File: config.mk
export PLATFORM = sky130hd
export DESIGN_NAME = rvg_top
export DESIGN_NICKNAME = d
export VERILOG_FILES = /design/src/rvg_lfsr.v /design/src/rvg_slow_tick.v /design/src/rvg_top.v
export VERILOG_INCLUDE_DIRS = /design/src /design/src/src
export SDC_FILE = /design/constraint.sdc
export NUM_CORES = 1
export LEC_CHECK = 0
export BUFFER_PORTS_ARGS = -buffer_cell sky130_fd_sc_hd__buf_2
export CELL_PAD_IN_SITES_DETAIL_PLACEMENT = 1
export CELL_PAD_IN_SITES_GLOBAL_PLACEMENT = 1
export CORE_ASPECT_RATIO = 1.25
export CORE_MARGIN = 2
export CORE_UTILIZATION = 46
export CTS_CLUSTER_DIAMETER = 150
export DETAILED_ROUTE_END_ITERATION = 6
export HOLD_SLACK_MARGIN = 0.15
export PLACE_DENSITY_LB_ADDON = 0.25
export SLEW_MARGIN = 20
export SYNTH_ARGS = -nofsm -noshare
export SYNTH_HDL_FRONTEND = slang
export SYNTH_SLANG_ARGS = --single-unit
File: constraint.sdc
create_clock -name mclk_i -period 7.5 [get_ports mclk_i]
set_clock_uncertainty 0.05 [all_clocks]
set_input_delay 1.125 -clock mclk_i [delete_from_list [all_inputs] [get_ports mclk_i]]
set_output_delay 1.125 -clock mclk_i [all_outputs]
set_load 0.01 [all_outputs]
File: src/rvg_defines.vh
// constants shared by the random value generator files
// assumes inclusion by bare name from every design file
`ifndef RVG_DEFINES_VH
`define RVG_DEFINES_VH

// register word offsets (byte addresses)
`define RVG_ADDR_CTRL 8'h00
`define RVG_ADDR_STAT 8'h04
`define RVG_ADDR_VALUE 8'h08
`define RVG_ADDR_IRQ_STAT 8'h0c
`define RVG_ADDR_IRQ_EN 8'h10
`define RVG_ADDR_IRQ_CLR 8'h14

// control register fields
`define RVG_CTRL_START_BIT 0
`define RVG_CTRL_STOP_BIT 1
`define RVG_CTRL_MODE_BIT 2
`define RVG_CTRL_IRQEN_BIT 3

// mode encodings
`define RVG_ONE_VALUE_MODE 1'b0
`define RVG_FREE_RUNNING_MODE 1'b1

// status fields
`define RVG_STAT_AVAIL_BIT 0
`define RVG_STAT_RUN_BIT 1
`define RVG_STAT_MODE_BIT 2

// interrupt event bits
`define RVG_IRQ_NEW_BIT 0
`define RVG_IRQ_OVR_BIT 1

// timing
`define RVG_CLK_HZ 25000000
`define RVG_SLOW_HZ 32768
`define RVG_PERIOD_US 256
`define RVG_SLOW_DIV ((`RVG_CLK_HZ + `RVG_SLOW_HZ - 1) / `RVG_SLOW_HZ)
`define RVG_PERIOD_CYC ((`RVG_PERIOD_US * (`RVG_CLK_HZ / 1000)) / 1000)
`define RVG_LFSR_SEED 16'hace1

`endif

File: src/rvg_lfsr.v
// free running 16-bit lfsr entropy source
// stepped by the low-speed tick, mixed with bus activity by the top
`timescale 1ns/1ps
`include "rvg_defines.vh"
module rvg_lfsr (
    // clock and reset
    input wire mclk_i,
    input wire srst_i,
    // control
    input wire step_i,
    input wire stir_i,
    // state
    output reg [15:0] state_o
);
    wire fb;
    assign fb = state_o[15] ^ state_o[13] ^ state_o[12] ^ state_o[10] ^ stir_i;

    always @(posedge mclk_i) begin
        if (srst_i) begin
            state_o <= `RVG_LFSR_SEED;
        end else if (step_i) begin
            // zero state would lock the lfsr
            state_o <= (state_o == 16'h0000) ? `RVG_LFSR_SEED : {state_o[14:0], fb};
        end
    end
endmodule

File: src/rvg_slow_tick.v
// divider making the low-speed enable pulse
// assumes one system clock; output is a single-cycle pulse
`timescale 1ns/1ps
`include "rvg_defines.vh"
module rvg_slow_tick #(
    parameter DIV = `RVG_SLOW_DIV
) (
    // clock and reset
    input wire mclk_i,
    input wire srst_i,
    // pulse
    output reg tick_o
);
    reg [15:0] cnt;

    always @(posedge mclk_i) begin
        if (srst_i) begin
            cnt <= 16'h0000;
            tick_o <= 1'b0;
        end else if (cnt == DIV[15:0] - 16'h0001) begin
            cnt <= 16'h0000;
            tick_o <= 1'b1;
        end else begin
            cnt <= cnt + 16'h0001;
            tick_o <= 1'b0;
        end
    end
endmodule

File: src/rvg_top.v
// random value generator with register port and interrupt
// Summary of operation
// - values are 16 bits, read in full
// - one-value mode delivers one value, halts
// - free-running mode delivers every 256 us plus the wait for the next slow tick
// - enabled interrupt raised per new value
// - pollable flag shows unconsumed new value
// - flag high when waiting, low otherwise
// - polling leaves value and flag untouched
// - value read returns latest produced value
// - stop command halts free-running generation
// - mode and irq enable latched at start
// - generation paced by the 32 kHz domain
// assumes a single-cycle strobe master on mclk_i
//
// Decided for this implementation: strobed register access and the register addresses.
`timescale 1ns/1ps
`include "rvg_defines.vh"
module rvg_top #(
    parameter PERIOD_CYC = `RVG_PERIOD_CYC,
    parameter SLOW_DIV = `RVG_SLOW_DIV
) (
    // clock and reset
    input wire mclk_i,
    input wire srst_i,
    // register port
    input wire [7:0] addr_i,
    input wire [31:0] wdata_i,
    input wire wr_i,
    input wire rd_i,
    output reg [31:0] rdata_o,
    // interrupt and status
    output reg irq_o,
    output reg running_o
);
    localparam ST_IDLE = 2'h0;
    localparam ST_WAIT = 2'h1;
    localparam ST_RUN = 2'h2;

    reg [1:0] state;
    reg [1:0] next_state;
    reg mode;
    reg start_irq_en;
    reg avail;
    reg [15:0] value;
    reg [15:0] next_value;
    reg [31:0] period_cnt;
    reg [1:0] irq_stat;
    reg [1:0] irq_en;
    reg [1:0] next_irq_stat;
    reg next_avail;
    reg produce;
    wire slow_tick;
    wire [15:0] lfsr_q;
    wire wr_ctrl;
    wire start_cmd;
    wire stop_cmd;
    wire value_rd;

    function [31:0] rvg_word;
        input [15:0] v;
        begin
            rvg_word = {16'h0000, v};
        end
    endfunction

    assign wr_ctrl = wr_i && (addr_i == `RVG_ADDR_CTRL);
    assign start_cmd = wr_ctrl && wdata_i[`RVG_CTRL_START_BIT];
    assign stop_cmd = wr_ctrl && wdata_i[`RVG_CTRL_STOP_BIT] && !wdata_i[`RVG_CTRL_START_BIT];
    assign value_rd = rd_i && (addr_i == `RVG_ADDR_VALUE);

    rvg_slow_tick #(
        .DIV(SLOW_DIV)
    ) u_tick (
        .mclk_i(mclk_i),
        .srst_i(srst_i),
        .tick_o(slow_tick)
    );

    // bus writes with data bit 0 set stir the sequence on a coinciding slow tick so runs differ between boots
    rvg_lfsr u_lfsr (
        .mclk_i(mclk_i),
        .srst_i(srst_i),
        .step_i(slow_tick),
        .stir_i(wr_i & wdata_i[0]),
        .state_o(lfsr_q)
    );

    // sequencing
    always @* begin
        next_state = state;
        produce = 1'b0;
        case (state)
            ST_IDLE: begin
                next_state = ST_IDLE;
            end
            ST_WAIT, ST_RUN: begin
                // value taken on a slow-domain tick once the period expired
                if (period_cnt == 32'h0000_0000 && slow_tick) begin
                    produce = 1'b1;
                    if (mode == `RVG_ONE_VALUE_MODE) begin
                        next_state = ST_IDLE;
                    end else begin
                        next_state = ST_RUN;
                    end
                end
            end
            default: begin
                next_state = ST_IDLE;
            end
        endcase
        if (start_cmd) begin
            next_state = ST_WAIT;
            produce = 1'b0;
        end else if (stop_cmd) begin
            next_state = ST_IDLE;
            produce = 1'b0;
        end
    end

    always @* begin
        next_value = value;
        if (produce) begin
            next_value = lfsr_q;
        end
    end

    // flag and events: a new value wins over a clear in the same cycle
    always @* begin
        next_avail = avail;
        next_irq_stat = irq_stat;
        if (start_cmd || value_rd) begin
            next_avail = 1'b0;
            next_irq_stat[`RVG_IRQ_NEW_BIT] = 1'b0;
        end
        if (wr_i && addr_i == `RVG_ADDR_IRQ_CLR) begin
            next_irq_stat = next_irq_stat & ~wdata_i[1:0];
        end
        if (produce) begin
            next_avail = 1'b1;
            if (avail) begin
                next_irq_stat[`RVG_IRQ_OVR_BIT] = 1'b1;
            end
            // sticky event always recorded; the enable only gates the line
            next_irq_stat[`RVG_IRQ_NEW_BIT] = 1'b1;
        end
    end

    always @(posedge mclk_i) begin
        if (srst_i) begin
            state <= ST_IDLE;
            mode <= `RVG_ONE_VALUE_MODE;
            start_irq_en <= 1'b0;
            avail <= 1'b0;
            value <= 16'h0000;
            period_cnt <= 32'h0000_0000;
            irq_stat <= 2'b00;
            irq_en <= 2'b00;
            irq_o <= 1'b0;
            running_o <= 1'b0;
        end else begin
            state <= next_state;
            value <= next_value;
            avail <= next_avail;
            irq_stat <= next_irq_stat;
            irq_o <= |(next_irq_stat & irq_en);
            running_o <= (next_state != ST_IDLE);
            if (start_cmd) begin
                mode <= wdata_i[`RVG_CTRL_MODE_BIT];
                start_irq_en <= wdata_i[`RVG_CTRL_IRQEN_BIT];
                // the new-value event follows the enable given at start
                irq_en[`RVG_IRQ_NEW_BIT] <= wdata_i[`RVG_CTRL_IRQEN_BIT];
                period_cnt <= PERIOD_CYC - 1;
            end else if (produce) begin
                period_cnt <= PERIOD_CYC - 1;
            end else if (period_cnt != 32'h0000_0000) begin
                period_cnt <= period_cnt - 32'h0000_0001;
            end
            if (wr_i && addr_i == `RVG_ADDR_IRQ_EN) begin
                irq_en <= wdata_i[1:0];
            end
        end
    end

    // read port: one cycle latency; status read has no side effect
    always @(posedge mclk_i) begin
        if (srst_i) begin
            rdata_o <= 32'h0000_0000;
        end else if (rd_i) begin
            case (addr_i)
                `RVG_ADDR_CTRL: begin
                    rdata_o <= {28'h0000000, start_irq_en, mode, 2'b00};
                end
                `RVG_ADDR_STAT: begin
                    rdata_o <= {29'h00000000, mode, (state != ST_IDLE), avail};
                end
                `RVG_ADDR_VALUE: begin
                    rdata_o <= rvg_word(value);
                end
                `RVG_ADDR_IRQ_STAT: begin
                    rdata_o <= {30'h00000000, irq_stat};
                end
                `RVG_ADDR_IRQ_EN: begin
                    rdata_o <= {30'h00000000, irq_en};
                end
                default: begin
                    rdata_o <= 32'h0000_0000;
                end
            endcase
        end else begin
            rdata_o <= 32'h0000_0000;
        end
    end
endmodule

==> impl_metrics.ini <==
[status]
status = finished, final reports clean

[run]
drv_cap = 0

[timing]
fmax_mhz = 309.6
rsz0062_at_grt = no
hold_viol = 0
slew_headroom = 0.3747
setup_tns_ns = 0
min_period_ns = 3.230
post-route-period-util = 0.4306
slew_viol_final = 0
tightestPinTransition_ns = 0.9379
finalSetupViolCount = 0

[placed_design]
numPortBuffers = 33
dp_hpwl_um = 7218
post_dp_cell_area_mm2 = 0.004867
placed_cells = 672
place.gp.congestion = 0.8112

[power_and_ir_drop]
p_int_w = 0.001194
p_switching_w = 0.0006636
powerDensity_mw_per_mm2 = 358.2
swShare = 0.3571
seqPwrFrac = 0.383
p_clk_frac = 0.269
max-vdd-ir-drop_mv = 0.2173
leakage_nw = 1.908
combPwrFrac = 0.348

[critical_path]
endpoint_kind = flop
crit_start = addr_i[2]
worstSetupPathType = in -> reg
path_max_fanout = 13
required_ns = 7.63
worst-r2r-setup-slack_ns = 4.47
rr_worst_depth = 8
critPathLaunchType = input port
cp.arrival_ns = 3.36
r2r_end = period_cnt[22]
r2r-start = period_cnt[0]

[detailed_routing]
post_drt_wl_per_cell_um = 14.59
route.detailed.drc = 0
drtIter0Drc = 80
num_vias = 3669
avgViaCountPerCell = 5.333
ant_nets = 0
drtPass1Iterations = 4
wl_um = 10040

[hold_path]
hp-class = reg -> reg
holdPathStages = 2
holdPathEnd = value[8]
hp-start = value[8]

[global_route]
antenna_found_initial = 0
overflow = 0
grt_pass1_vias = 3686
grt_pass1_wl_um = 16710
grt_usage = 0.1854
grt_max_degree = 44

[synthesis]
ys_ff_latch = 108
synth.largest_area_cell = dfxtp_1
ys_types = 61
netlist_instances = 529
synthTopCellsByArea = dfxtp_1, nand2_1, nor2_1
yosys_warnings = 0
synth-edff-count = 0
yosysSeqAreaShare = 0.4550
synth.top_cell.area_share = 0.4550
synth.avg_cell_area_um2 = 8.983
ys.flop_type = dfxtp_1
synth_async_sr_flop_share = 0
synthesis.area_mm2 = 0.004752

[clocking]
clk_latency_ns = 0.35
cts-htree-levels = 3
path_clk_slew_ns = 0.07
postCtsHoldBufs = 0
cts-root-buf = clkbuf_16
cts_tree = built
cts.path.max_buffers = 2
cts_buffers = 9
numClockSinks = 108
postCtsSetupBuffers = 0
post_cts_resized = 0

[final_layout]
layout_commonest_cell = dfxtp_1
layout_common_cells = dfxtp_1, nand2_1, nor2_1
drive_gt1_frac = 0.1610
finalInstanceArea_mm2 = 0.005186
nets = 603
antenna_cells = 0
syn_to_final_growth_pct = 9.136
final_cells = 688

[floorplanning]
start_util = 0.4726
die_area_mm2 = 0.01116
ioPinCount = 78
die_h_um = 117.6
fp.dieW_um = 94.91
row_count = 41
core_area_mm2 = 0.01005
-- cell usage after synthesis, drive strengths merged (2+ instances only) --
library cell / number
a21oi: 36
a22oi: 2
a31oi: 4
and2: 15
and3: 2
and4: 3
buf: 27
clkbuf: 7
dfxtp: 108
ha: 5
inv: 15
mux2i: 11
nand2: 71
nand2b: 2
nand3: 15
nand3b: 3
nand4: 11
nand4b: 2
nor2: 62
nor3: 11
nor4: 17
nor4b: 2
o21ai: 9
o22ai: 11
or2: 6
or3: 8
or4: 4
xnor2: 25
xor2: 18
-- power groups by stage --
stage / combinational [W] / clock (W) / sequential (W)
after floorplan: 0.000611 / 0 / 0.000708
after global placement: 0.000619 / 0 / 0.000719
after detailed placement: 0.000644 / 0 / 0.000724
after CTS: 0.000649 / 0.000514 / 0.000712
after global routing: 0.000722 / 0.000536 / 0.000723
final: 0.000647 / 0.000499 / 0.000712
-- state kept, by name, summed over array words and instances (netlist names), 2 cells and up --
register,count
value,16
state,2
period_cnt,32
u_tick.cnt,16
u_lfsr.state_o,16
irq_stat,2
rdata_o,16
irq_en,2
-- how the worst max path moves through the flow --
stage                     endpoint  slack, ns  cells past startpoint
floorplan            period_cnt[2]       4.54                      7
global placement    period_cnt[12]       4.05                      7
detailed placement   period_cnt[7]       3.92                      7
CTS                  period_cnt[7]       4.25                      7
global route         period_cnt[7]       4.12                      7
finish               period_cnt[7]       4.27                      7
-- layout make-up --
type / count / area (um2)
fill: 1213 / 4868
multi-input combinational: 385 / 2307
sequential: 108 / 2162
clock buffer: 11 / 252.7
timing repair buffer: 35 / 180.2
tap: 129 / 161.4
clock inverter: 5 / 66.31
inverter: 15 / 56.30
-- stage by stage --
stage                 util  setup WS, ns  power, W  hold slack, ns
floorplan                -         4.539  0.001318          0.3773
global placement    0.4841         4.052  0.001338          0.3876
detailed placement  0.4841         3.915  0.001368          0.3939
CTS                 0.5158         4.250  0.001874          0.4041
global route        0.5158         4.123  0.001982          0.4249
finish              0.5158         4.270  0.001858          0.4022
-- cells by family (layout without fill, tap and decap cells) --
kind of cell	Yosys count	count (layout)	share of synthesized area
muxes	11	11	0.02317
buffers and inverters	51	66	0.07135
other	1	16	0.0007891
and+or+nand+nor	239	239	0.2609
adders and majority gates	5	5	0.01316
DFF	108	108	0.4550
xor gates and xnor gates	43	43	0.07925
AOI/OAI and AO/OA	71	71	0.09637
-- per-layer routing --
layer,track usage,vias up,routed length (um)
li1,-,1828,-
met1,0.2139,1778,4413
met2,0.3258,48,5157
met3,0.04545,15,261
met4,0.06703,0,203
met5,0,-,0
-- critical path, stage by stage --
cell and delay [ns]:
buf_2 0.18, nor4_1 0.48, nand2_1 0.18, o31a_1 0.35, and2b_2 0.20, a21oi_1 0.67
a21oi_1 0.17
Power figures use the tool's default switching activity.
